==> src/verilog/ffoc_pkg.sv <==
// Constants, types and the default-offset decode shared by the flag offset control block.
package ffoc_pkg;

  // ==========================================================================
  // Widths.
  localparam int FFOC_DATA_W = 16;
  localparam int FFOC_OFS_W  = 12;
  localparam int FFOC_CNT_W  = 13;
  localparam int FFOC_ADDR_W = 4;
  localparam int FFOC_SYNC_N = 5;

  // ==========================================================================
  // Memory depths; the fall-through output register adds one word on top.
  localparam logic [12:0] FFOC_DEPTH_X9    = 13'h1000;
  localparam logic [12:0] FFOC_DEPTH_OTHER = 13'h0800;
  localparam logic [12:0] FFOC_ONE_WORD    = 13'h0001;
  localparam logic [12:0] FFOC_HALF_EXTRA  = 13'h0002;

  // ==========================================================================
  // Register offsets on the plain register port.
  localparam logic [3:0] FFOC_ADDR_EMPTY  = 4'h0;
  localparam logic [3:0] FFOC_ADDR_FULL   = 4'h1;
  localparam logic [3:0] FFOC_ADDR_STATUS = 4'h2;
  localparam logic [3:0] FFOC_ADDR_COUNT  = 4'h3;

  // ==========================================================================
  // Default offsets selectable at master reset.
  localparam logic [11:0] FFOC_OFS_1023 = 12'h3ff;
  localparam logic [11:0] FFOC_OFS_511  = 12'h1ff;
  localparam logic [11:0] FFOC_OFS_255  = 12'h0ff;
  localparam logic [11:0] FFOC_OFS_127  = 12'h07f;
  localparam logic [11:0] FFOC_OFS_63   = 12'h03f;
  localparam logic [11:0] FFOC_OFS_31   = 12'h01f;
  localparam logic [11:0] FFOC_OFS_15   = 12'h00f;
  localparam logic [11:0] FFOC_OFS_7    = 12'h007;
  localparam logic [11:0] FFOC_OFS_3    = 12'h003;

  // ==========================================================================
  // Reset values and flag pipeline depths.
  localparam logic [11:0] FFOC_RST_OFFSET = 12'h07f;
  localparam logic [12:0] FFOC_RST_COUNT  = 13'h0000;
  localparam logic [4:0]  FFOC_RST_SYNC   = 5'h00;
  localparam int          FFOC_OR_STAGES  = 3;
  localparam int          FFOC_IR_STAGES  = 2;

  // ==========================================================================
  // Bit positions of the pins inside the synchroniser vectors.
  localparam int FFOC_PIN_MRS  = 0;
  localparam int FFOC_PIN_LSEL = 1;
  localparam int FFOC_PIN_HI   = 2;
  localparam int FFOC_PIN_LO   = 3;
  localparam int FFOC_PIN_X9   = 4;

  // ==========================================================================
  // Control states, Gray coded.
  typedef enum logic [1:0] {
    FFOC_ST_MRESET = 2'b00,
    FFOC_ST_RUN    = 2'b01
  } ffoc_state_type;

  // Default offset chosen by load select, the two select pins and the bus sizing.
  function automatic logic [11:0] ffoc_default_offset(input logic lsel,
                                                      input logic hi,
                                                      input logic lo,
                                                      input logic x9);
    case ({lsel, hi, lo})
      3'b010:  ffoc_default_offset = FFOC_OFS_511;
      3'b001:  ffoc_default_offset = FFOC_OFS_255;
      3'b000:  ffoc_default_offset = FFOC_OFS_127;
      3'b011:  ffoc_default_offset = FFOC_OFS_63;
      3'b100:  ffoc_default_offset = x9 ? FFOC_OFS_1023 : FFOC_OFS_31;
      3'b110:  ffoc_default_offset = x9 ? FFOC_OFS_31 : FFOC_OFS_15;
      3'b101:  ffoc_default_offset = x9 ? FFOC_OFS_15 : FFOC_OFS_7;
      default: ffoc_default_offset = x9 ? FFOC_OFS_7 : FFOC_OFS_3;
    endcase
  endfunction

endpackage

==> src/verilog/ffoc_flag_if.sv <==
// Interface carrying fill level, offsets and raw flags between control and comparator.
`timescale 1ns/100ps
interface ffoc_flag_if;
  import ffoc_pkg::*;
  logic [12:0] count;
  logic [11:0] empty_off;
  logic [11:0] full_off;
  logic        x9;
  logic        full_raw;
  logic        empty_raw;
  logic        paf_raw;
  logic        hf_raw;
  logic        pae_raw;

  modport ctrl (output count, empty_off, full_off, x9,
                input  full_raw, empty_raw, paf_raw, hf_raw, pae_raw);
  modport cmp  (input  count, empty_off, full_off, x9,
                output full_raw, empty_raw, paf_raw, hf_raw, pae_raw);
endinterface

==> src/verilog/ffoc_flag_stage.sv <==
// Register pipeline that delays one status flag by a fixed number of stages.
`timescale 1ns/100ps
module ffoc_flag_stage
  import ffoc_pkg::*;
#(
  parameter int   STAGES    = 2,
  parameter logic RESET_VAL = 1'b0
) (
  // Clock and reset.
  input  wire logic clk,
  input  wire logic rst,
  // Flag in and delayed flag out.
  input  wire logic flag_in,
  output logic      flag_out
);

  typedef struct packed {
    logic [STAGES-1:0] sh;
  } ffoc_stage_type;

  ffoc_stage_type st;
  ffoc_stage_type next_st;

  // ==========================================================================
  // Shift chain; every stage moves on every edge.
  always_comb begin
    next_st = st;
    next_st.sh[0] = flag_in;
    for (int i = 1; i < STAGES; i++) begin
      next_st.sh[i] = st.sh[i-1];
    end
  end

  // The chain resets to the flag's idle value so the output is defined at once.
  always_ff @(posedge clk or posedge rst) begin
    if (rst) begin
      st.sh <= {STAGES{RESET_VAL}};
    end else begin
      st <= next_st;
    end
  end

  assign flag_out = st.sh[STAGES-1];

endmodule

==> src/verilog/ffoc_flag_cmp.sv <==
// Comparator turning fill level and offsets into raw fall-through status flags.
`timescale 1ns/100ps
module ffoc_flag_cmp
  import ffoc_pkg::*;
(
  // Fill level in, raw flags out.
  ffoc_flag_if.cmp flg
);

  logic [12:0] depth;
  logic [12:0] capacity;

  // ==========================================================================
  // Capacity is memory depth plus the output register word.
  always_comb begin
    depth    = flg.x9 ? FFOC_DEPTH_X9 : FFOC_DEPTH_OTHER;
    capacity = depth + FFOC_ONE_WORD;
  end

  // Full and empty are active high, almost full, half full and almost empty active low; the top inverts none, it stores the pin level.
  always_comb begin
    flg.full_raw  = (flg.count == capacity);
    flg.empty_raw = (flg.count == FFOC_RST_COUNT);
    // Almost full pin low from capacity minus full offset upward.
    flg.paf_raw   = (flg.count < (capacity - {1'b0, flg.full_off}));
    // Half full pin low from half depth plus two words upward.
    flg.hf_raw    = (flg.count < ({1'b0, depth[12:1]} + FFOC_HALF_EXTRA));
    // Almost empty pin low at empty offset plus one word or fewer.
    flg.pae_raw   = (flg.count > ({1'b0, flg.empty_off} + FFOC_ONE_WORD));
  end

endmodule

==> src/verilog/ffoc_ctrl.sv <==
// Top of the flag offset control: offsets, fill level, fall-through flags, register port.
`timescale 1ns/100ps
module ffoc_ctrl
  import ffoc_pkg::*;
(
  // Clock and reset.
  input  wire logic        CLK,
  input  wire logic        RST,
  // Configuration pins sampled during master reset.
  input  wire logic        MASTER_RESET_N,
  input  wire logic        OFFSET_LOAD_SELECT,
  input  wire logic        DEFAULT_OFFSET_SEL_HI,
  input  wire logic        DEFAULT_OFFSET_SEL_LO,
  input  wire logic        X9_TO_X9_MODE,
  // Data traffic strobes from same-clock logic.
  input  wire logic        WRITE_ENABLE_N,
  input  wire logic        READ_ENABLE_N,
  // Register port.
  input  wire logic [3:0]  REG_ADDR,
  input  wire logic [15:0] REG_WDATA,
  input  wire logic        REG_WRITE,
  input  wire logic        REG_READ,
  output logic      [15:0] PARALLEL_DATA_OUT,
  // Status flags, pin levels.
  output logic             INPUT_READY_FLAG,
  output logic             OUTPUT_READY_FLAG,
  output logic             ALMOST_FULL_FLAG,
  output logic             HALF_FULL_FLAG,
  output logic             ALMOST_EMPTY_FLAG
);

  typedef struct packed {
    ffoc_state_type state;
    logic [4:0]     sync1;
    logic [4:0]     sync2;
    logic           load_serial;
    logic           x9;
    logic [11:0]    empty_off;
    logic [11:0]    full_off;
    logic [12:0]    count;
    logic [15:0]    rdata;
    logic           almost_full_flag;
    logic           hf;
    logic           almost_empty_flag;
  } ffoc_ctrl_type;

  ffoc_ctrl_type st;
  ffoc_ctrl_type next_st;
  ffoc_flag_if   flg ();

  logic        mrs_active;
  logic        wr_ok;
  logic        rd_ok;
  logic [11:0] dflt;

  // ==========================================================================
  // Comparator and flag pipelines.
  ffoc_flag_cmp u_cmp (
    .flg (flg.cmp)
  );

  // Input ready sits high when full; its idle level after reset is low.
  ffoc_flag_stage #(
    .STAGES    (FFOC_IR_STAGES),
    .RESET_VAL (1'b0)
  ) u_ir_stage (
    .clk      (CLK),
    .rst      (RST),
    .flag_in  (flg.full_raw),
    .flag_out (INPUT_READY_FLAG)
  );

  // Output ready sits high when empty, which is the state after reset.
  ffoc_flag_stage #(
    .STAGES    (FFOC_OR_STAGES),
    .RESET_VAL (1'b1)
  ) u_or_stage (
    .clk      (CLK),
    .rst      (RST),
    .flag_in  (flg.empty_raw),
    .flag_out (OUTPUT_READY_FLAG)
  );

  // ==========================================================================
  // Decoded control terms. Only the second synchroniser stage is looked at.
  always_comb begin
    mrs_active = !st.sync2[FFOC_PIN_MRS];
    dflt       = ffoc_default_offset(st.sync2[FFOC_PIN_LSEL], st.sync2[FFOC_PIN_HI],
                                     st.sync2[FFOC_PIN_LO], st.sync2[FFOC_PIN_X9]);
    // Full and empty come from the live count, not the delayed pins, so a
    // write or read is never let through on a stale flag.
    wr_ok      = (st.state == FFOC_ST_RUN) && !WRITE_ENABLE_N && !flg.full_raw;
    rd_ok      = (st.state == FFOC_ST_RUN) && !READ_ENABLE_N && !flg.empty_raw;
  end

  assign flg.count     = st.count;
  assign flg.empty_off = st.empty_off;
  assign flg.full_off  = st.full_off;
  assign flg.x9        = st.x9;

  // ==========================================================================
  // Next-state logic for configuration, offsets, fill level and read data.
  always_comb begin
    next_st = st;
    next_st.sync1 = {X9_TO_X9_MODE, DEFAULT_OFFSET_SEL_LO, DEFAULT_OFFSET_SEL_HI,
                     OFFSET_LOAD_SELECT, MASTER_RESET_N};
    next_st.sync2 = st.sync1;
    next_st.almost_full_flag   = flg.paf_raw;
    next_st.hf    = flg.hf_raw;
    next_st.almost_empty_flag   = flg.pae_raw;
    next_st.rdata = '0;
    case (st.state)
      FFOC_ST_MRESET: begin
        if (!mrs_active) begin
          next_st.state = FFOC_ST_RUN;
        end
      end
      FFOC_ST_RUN: begin
        if (mrs_active) begin
          next_st.state = FFOC_ST_MRESET;
        end
      end
      default: begin
        next_st.state = FFOC_ST_MRESET;
      end
    endcase
    if (mrs_active) begin
      // Configuration follows the pins for the whole reset and freezes at release.
      next_st.load_serial = st.sync2[FFOC_PIN_LSEL];
      next_st.x9          = st.sync2[FFOC_PIN_X9];
      next_st.empty_off   = dflt;
      next_st.full_off    = dflt;
      next_st.count       = FFOC_RST_COUNT;
    end else begin
      // Both loading methods land here; offsets above depth minus one are
      // accepted as written and simply give odd flag levels.
      if (REG_WRITE && (REG_ADDR == FFOC_ADDR_EMPTY)) begin
        next_st.empty_off = REG_WDATA[11:0];
      end
      if (REG_WRITE && (REG_ADDR == FFOC_ADDR_FULL)) begin
        next_st.full_off = REG_WDATA[11:0];
      end
      case ({wr_ok, rd_ok})
        2'b10:   next_st.count = st.count + FFOC_ONE_WORD;
        2'b01:   next_st.count = st.count - FFOC_ONE_WORD;
        default: next_st.count = st.count;
      endcase
    end
    // Offsets read back on the parallel output only; there is no serial path.
    if (REG_READ) begin
      case (REG_ADDR)
        FFOC_ADDR_EMPTY:  next_st.rdata = {4'h0, st.empty_off};
        FFOC_ADDR_FULL:   next_st.rdata = {4'h0, st.full_off};
        FFOC_ADDR_STATUS: next_st.rdata = {8'h00, st.load_serial, st.x9, OUTPUT_READY_FLAG,
                                           INPUT_READY_FLAG, st.almost_empty_flag, st.hf, st.almost_full_flag,
                                           mrs_active};
        FFOC_ADDR_COUNT:  next_st.rdata = {3'h0, st.count};
        default:          next_st.rdata = '0;
      endcase
    end
  end

  // ==========================================================================
  // State register. Offsets take a plain value until the first master reset.
  always_ff @(posedge CLK or posedge RST) begin
    if (RST) begin
      st.state       <= FFOC_ST_MRESET;
      st.sync1       <= FFOC_RST_SYNC;
      st.sync2       <= FFOC_RST_SYNC;
      st.load_serial <= 1'b0;
      st.x9          <= 1'b0;
      st.empty_off   <= FFOC_RST_OFFSET;
      st.full_off    <= FFOC_RST_OFFSET;
      st.count       <= FFOC_RST_COUNT;
      st.rdata       <= '0;
      st.almost_full_flag         <= 1'b1;
      st.hf          <= 1'b1;
      st.almost_empty_flag         <= 1'b0;
    end else begin
      st <= next_st;
    end
  end

  assign PARALLEL_DATA_OUT = st.rdata;
  assign ALMOST_FULL_FLAG  = st.almost_full_flag;
  assign HALF_FULL_FLAG    = st.hf;
  assign ALMOST_EMPTY_FLAG = st.almost_empty_flag;
endmodule

==> config.mk <==
export PLATFORM = sky130hd
export DESIGN_NAME = ffoc_ctrl
export DESIGN_NICKNAME = d
export VERILOG_FILES = /design/src/verilog/ffoc_pkg.sv /design/src/verilog/ffoc_flag_if.sv /design/src/verilog/ffoc_flag_stage.sv /design/src/verilog/ffoc_flag_cmp.sv /design/src/verilog/ffoc_ctrl.sv
export SDC_FILE = /design/constraint.sdc
export NUM_CORES = 1
export LEC_CHECK = 0
export BUFFER_PORTS_ARGS = -buffer_cell sky130_fd_sc_hd__buf_2
export CAP_MARGIN = 40
export CORE_UTILIZATION = 59
export CTS_CLUSTER_DIAMETER = 100
export DETAILED_ROUTE_END_ITERATION = 6
export MAX_ROUTING_LAYER = met4
export PLACE_DENSITY_LB_ADDON = 0.25
export SLEW_MARGIN = 25
export SYNTH_ARGS = -nofsm -noshare
export SYNTH_HDL_FRONTEND = slang
export SYNTH_HIERARCHICAL = 1
export SYNTH_SLANG_ARGS = --single-unit
export TNS_END_PERCENT = 1
==> constraint.sdc <==
create_clock -name CLK -period 3.6 [get_ports CLK]
set_input_delay 0.36 -clock CLK [delete_from_list [all_inputs] [get_ports CLK]]
set_output_delay 0.36 -clock CLK [all_outputs]
set_load 0.005 [all_outputs]
=== Yosys cells after proc, flatten, opt, wreduce, memory -nomap -nowiden ===
Index checks and enable logic that the tools add are counted.

* Equality and inequality tests: 18
* $lt $le $gt $ge: 3
* Add/sub/neg operators: 6
* Muxes and demuxes: 15
* Reduce and logical (&&, ||, !) cells: 16

{| class="wikitable"
|+ Operators with widths
! cell !! count
|-
| $pmux 10 s7 || 1
|-
| $pmux 13 s4 || 1
|-
| $mux 37 || 1
|-
| $add 13x1->13 const B || 2
|-
| $lt 13x13->1 || 2
|-
| $mux 13 || 2
|-
| $pmux 13 s2 || 1
|-
| $mux 12 || 2
|-
| $add 12x1->13 const B || 1
|-
| $add 12x2->13 const B || 1
|-
| $eq 13x13->1 || 1
|-
| $gt 13x13->1 || 1
|-
| $logic_not 13->1 || 1
|-
| $sub 13x1->13 const B || 1
|-
| $sub 13x12->13 || 1
|-
| $mux 10 || 1
|-
| $eq 3x3->1 const B || 3
|-
| $eq 4x2->1 const B || 2
|-
| $eq 3x2->1 const B || 2
|-
| $logic_and 1x1->1 || 6
|-
| $logic_not 1->1 || 5
|-
| $mux 5 || 1
|-
| $eq 2x1->1 const B || 2
|-
| $eq 4x1->1 const B || 1
|-
| 13 further kinds || 16
|}

* Input port bits: 31
* Flip-flop bits (word level): 75

=== Logic depth before layout (Yosys ltp) ===
* Depth in word-level cells: 8
* Mapped depth: 14
* Gate-level depth less buffers: 13

=== Cells and area by module ===
The synthesis kept the hierarchy.

{| class="wikitable"
|+ Modules (own cells, without submodules)
! module !! cells an instance !! area each (um^2) !! instances
|-
| ffoc_ctrl || 335 || 3460.8 || 1
|-
| ffoc_flag_cmp || 137 || 1051.0 || 1
|-
| ffoc_flag_stage (u_or_stage) || 4 || 82.6 || 1
|-
| ffoc_flag_stage (u_ir_stage) || 3 || 53.8 || 1
|}

=== Worst setup path after synthesis ===
Ideal clock, no wire load.

* Path type: register to register
* Start: register flg.count[9] (netlist name)
* End: register flg.count[6] (netlist name)
* Library setup time: 87 ps
* Path slack: 245 ps
* Clock period less this slack: 3355 ps
* Stages on the path, launching flop included: 15
* Arrival: 3268 ps
* Cells stage by stage: dfrtp_1 > nor4_1 > nand3_1 > or2_1 > nor4_1 > or3b_1 > buf_2 > nor2_4 > xor2_1 > ha_1 > or3_1 > or2_1 > a21oi_2 > a31oi_1 > a22oi_1

* Longest elaborated chain between the ends: 6

{| class="wikitable"
|+ RTL lines
! element !! line !! source
|-
| $logic_not 13->1 (*) || ffoc_flag_cmp.sv:23 || <nowiki>flg.empty_raw = (flg.count == FFOC_RST_COUNT);</nowiki>
|-
| named net flg.empty_raw || ffoc_flag_if.sv:10 || <nowiki>logic empty_raw;</nowiki>
|-
| $logic_not 1->1 (*) || ffoc_ctrl.sv:93 || <nowiki>rd_ok = (st.state == FFOC_ST_RUN) && !READ_ENABLE_N && !flg.empty_raw;</nowiki>
|-
| $logic_and 1x1->1 (*) || ffoc_ctrl.sv:93 ||
|-
| $eq 2x1->1 / $eq 2x2->1 (equally long branches) || ffoc_ctrl.sv:143 || <nowiki>case ({wr_ok, rd_ok})</nowiki>
|-
| $pmux 13 s2 || ffoc_ctrl.sv:143 ||
|-
| $mux 37 || ffoc_ctrl.sv:127 || <nowiki>if (mrs_active) begin</nowiki>
|}

Mark *: on every way through the listed nets, which the timed path passes. The rest lies on a longest branch.
A chain may end at the register's enable or synchronous reset.

=== Final worst setup path ===
* Start: register flg.count[9] (netlist name)
* End: register flg.count[6] (netlist name)

* Longest elaborated chain between the ends: 6

{| class="wikitable"
|+ RTL lines
! element !! line !! source
|-
| $eq 13x13->1 (*) || ffoc_flag_cmp.sv:22 || <nowiki>flg.full_raw = (flg.count == capacity);</nowiki>
|-
| named net flg.full_raw || ffoc_flag_if.sv:9 || <nowiki>logic full_raw;</nowiki>
|-
| $logic_not 1->1 (*) || ffoc_ctrl.sv:92 || <nowiki>wr_ok = (st.state == FFOC_ST_RUN) && !WRITE_ENABLE_N && !flg.full_raw;</nowiki>
|-
| $logic_and 1x1->1 (*) || ffoc_ctrl.sv:92 ||
|-
| $eq 2x1->1 / $eq 2x2->1 (equally long branches) || ffoc_ctrl.sv:143 ||
|-
| $pmux 13 s2 || ffoc_ctrl.sv:143 ||
|-
| $mux 37 || ffoc_ctrl.sv:127 ||
|}

Marked as above.

==> flow_summary.toml <==
[status]
status = "finished clean"

[cts]
cts_buffer_depth = 2
tritoncts = "done"
htree_num_levels = 3
root_buffer = "clkbuf_8"
clkTransAtPathRegs_ns = 0.08
clock-sinks = 71
clk_latency_ns = 0.37
numCtsBuffers = 9

[global_route]
grt_pass1_vias = 3604
met2_usage = 0.4470
grt_busiest_layer = "met2"
grt_first_pass_wirelength_mm = 18.41
overflow = 0
antenna_found_initial = 0
grt_use_met1 = 0.4077
met3_usage = 0.04209
grt_start_max_net_pins = 33
gr-usage-all-layers = 0.2979

[final_layout]
drive_gt1_frac = 0.2514
final_cells = 627
final_nets = 583
area_growth_pct = 12.17
antenna-diode-count = 0
finalInstanceArea_um2 = 5214

[hold_path]
min_from = "OFFSET_LOAD_SELECT"
min_to = "next_st[59]$_DFF_PP0_"
hp-class = "in -> reg"
holdPathStages = 1

[placed_design]
gp_congestion = 0.9822
placed_cells = 610
port_buffers = 44
place_hpwl_mm = 8.127
placed_cell_area_um2 = 4955
pre_cts_ws_ns = 0.2310

[critical_path]
critPathArrivalTime_ns = 3.60
r2r_cells = 13
critPathKind = "reg -> reg"
startpoint_type = "flip-flop"
cp_max_fo = 4
worstSetupEndpointType = "flip-flop"
rr_startpoint = "flg.count[9]$_DFFE_PP0P_"
worst_ep_required_time_ns = 3.87
r2r_setup_slack_ns = 0.27
r2r_end = "flg.count[6]$_DFFE_PP0P_"

[pwr]
power_density_nw_per_um2 = 481.9
cellLeakagePower_nw = 2.474
power_mw = 2.513
peakVddDrop_v = 0.0002719

[synthesis]
yosys-top-cells-area = "dfrtp_1 (28%), dfstp_2 (11%), ha_1 (8.6%)"
ys_seq_elements = 71
synth_area_leader_cell = "dfrtp_1"
avgSynthCellArea_um2 = 9.704
syn_inst = 479
async_flop_share = 1.000
ys.flop_type = "dfrtp_1"
synth-seq-area-share = 0.3873
synth_area_um2 = 4648
synth_top_cell_area_share = 0.2799
yosys-top-cells-count = "dfrtp_1 (52), nand2_1 (43), ha_1 (32)"
yosysWarnings = 6
ys_types = 60
yosysMostFrequentCell = "dfrtp_1"
synth_enable_flop_cells = 0

[timing]
hold_viol = 0
tightest_slew_ns = 0.8136
final_max_slew_viol_count = 0
max_slew_margin = 0.4576
finalSetupTns_ns = 0
period_needed_ns = 3.329
fmax_mhz = 300.4
rsz0062_at_grt = "false"
skew_ns = 0.01205
setup_ws_ns = 0.2714
fin_crit_sh = 0.9246
setup_viol = 0

[route]
num_vias = 3831
drt-initial-drc-count = 300
first_pass_iters = 5
wl_per_cell_um = 17.96
post-route-drc-count = 0
via_per_inst = 6.110
detail-route-antenna-nets = 0
drt_wl_total_mm = 11.26

[floorplanning]
fp.dieH_um = 90.76
ios = 52
die_w_um = 90.76
die-area_um2 = 8237
initial_core_util = 0.6047
row_count = 32
core_area_um2 = 7687

[run]
cap_violations = 0
[per-stage QoR]
stage / utilization / hold WS [ns]
2_1_floorplan: - / 0.1012
3_3_place_gp: 0.6419 / 0.2363
3_5_place_dp: 0.6445 / 0.2429
4_1_cts: 0.6746 / 0.08999
5_1_grt: 0.6782 / 0.09382
6_report: 0.6782 / 0.1004
[state kept, by name (all words and copies together) (netlist names)]
| name | cells |
|---|---|
| st | 7 |
| PARALLEL_DATA_OUT | 13 |
| ALMOST_EMPTY_FLAG | 1 |
| flg.full_off | 12 |
| u_or_stage/st | 3 |
| flg.empty_off | 12 |
| HALF_FULL_FLAG | 1 |
| flg.x9 | 1 |
| ALMOST_FULL_FLAG | 1 |
| u_ir_stage/st | 2 |
| flg.count | 13 |
| next_st | 5 |
[power breakdown]
group          internal, mW  switching [mW]
clock network         0.391           0.324
registers             0.912          0.0974
logic                 0.344           0.446
total                  1.65           0.867
[worst max path at each step]
stage,startpoint,to,cells past startpoint
floorplan,flg.count[9]$_DFFE_PP0P_,flg.count[6]$_DFFE_PP0P_,14
global placement,flg.count[9]$_DFFE_PP0P_,flg.count[6]$_DFFE_PP0P_,13
detailed placement,flg.count[9]$_DFFE_PP0P_,flg.count[6]$_DFFE_PP0P_,13
CTS,flg.count[9]$_DFFE_PP0P_,flg.count[6]$_DFFE_PP0P_,13
global route,flg.count[9]$_DFFE_PP0P_,flg.count[10]$_DFFE_PP0P_,13
finish,flg.count[9]$_DFFE_PP0P_,flg.count[6]$_DFFE_PP0P_,13
[layout make-up]
class                           count  area (um^2)
Multi-Input combinational cell    354         2585
Fill cell                         628         2474
Sequential cell                    71         1800
Timing Repair Buffer               69        422.9
Tap cell                          102        127.6
Clock buffer                        9        123.9
Clock inverter                      7        97.59
Inverter                           15        56.30
[layer usage]
metal	vias up	wire length, um
li1	1790	-
met1	1852	5178
met2	170	5142
met3	19	715
met4	0	227
met5	-	0
[critical path: stages, from the launching register on]
cell     delay [ns]
dfrtp_1        0.41
nor4_4         0.35
nand3_1        0.18
or2_1          0.30
nor4_2         0.28
nor2_1         0.14
nor2_4         0.15
xor2_1         0.08
ha_1           0.18
or3_1          0.38
or2_1          0.28
a21oi_2        0.22
a31oi_1        0.11
a22oi_1        0.20
[placed cells by master (no fill, tap or decap), drive strengths merged, types with 15 or more instances in the layout]
master,count
buf,68
nand2,44
mux2i,19
inv,15
nor2,30
nand3,26
ha,32
a21oi,21
dfrtp,52
xor2,17
dfstp,19
[logic make-up after synthesis]
kind of cell	count (synthesis)	synth area share
muxes	33	0.08694
DFF	71	0.3873
buffers and inverters	56	0.06406
xor gates and xnor gates	26	0.04899
other	1	0.0008068
adders and majority gates	32	0.08614
AOI/OAI and AO/OA	80	0.1157
and+or+nand+nor	180	0.2100
[timing repair]
action,CTS,global route
hold buffers,1,0
endpoints found under the setup margin,0,6
resized for setup,0,4
endpoints found under the hold margin,15,0
setup buffers,0,0
No activity file was read; power rests on OpenSTA's default activity.
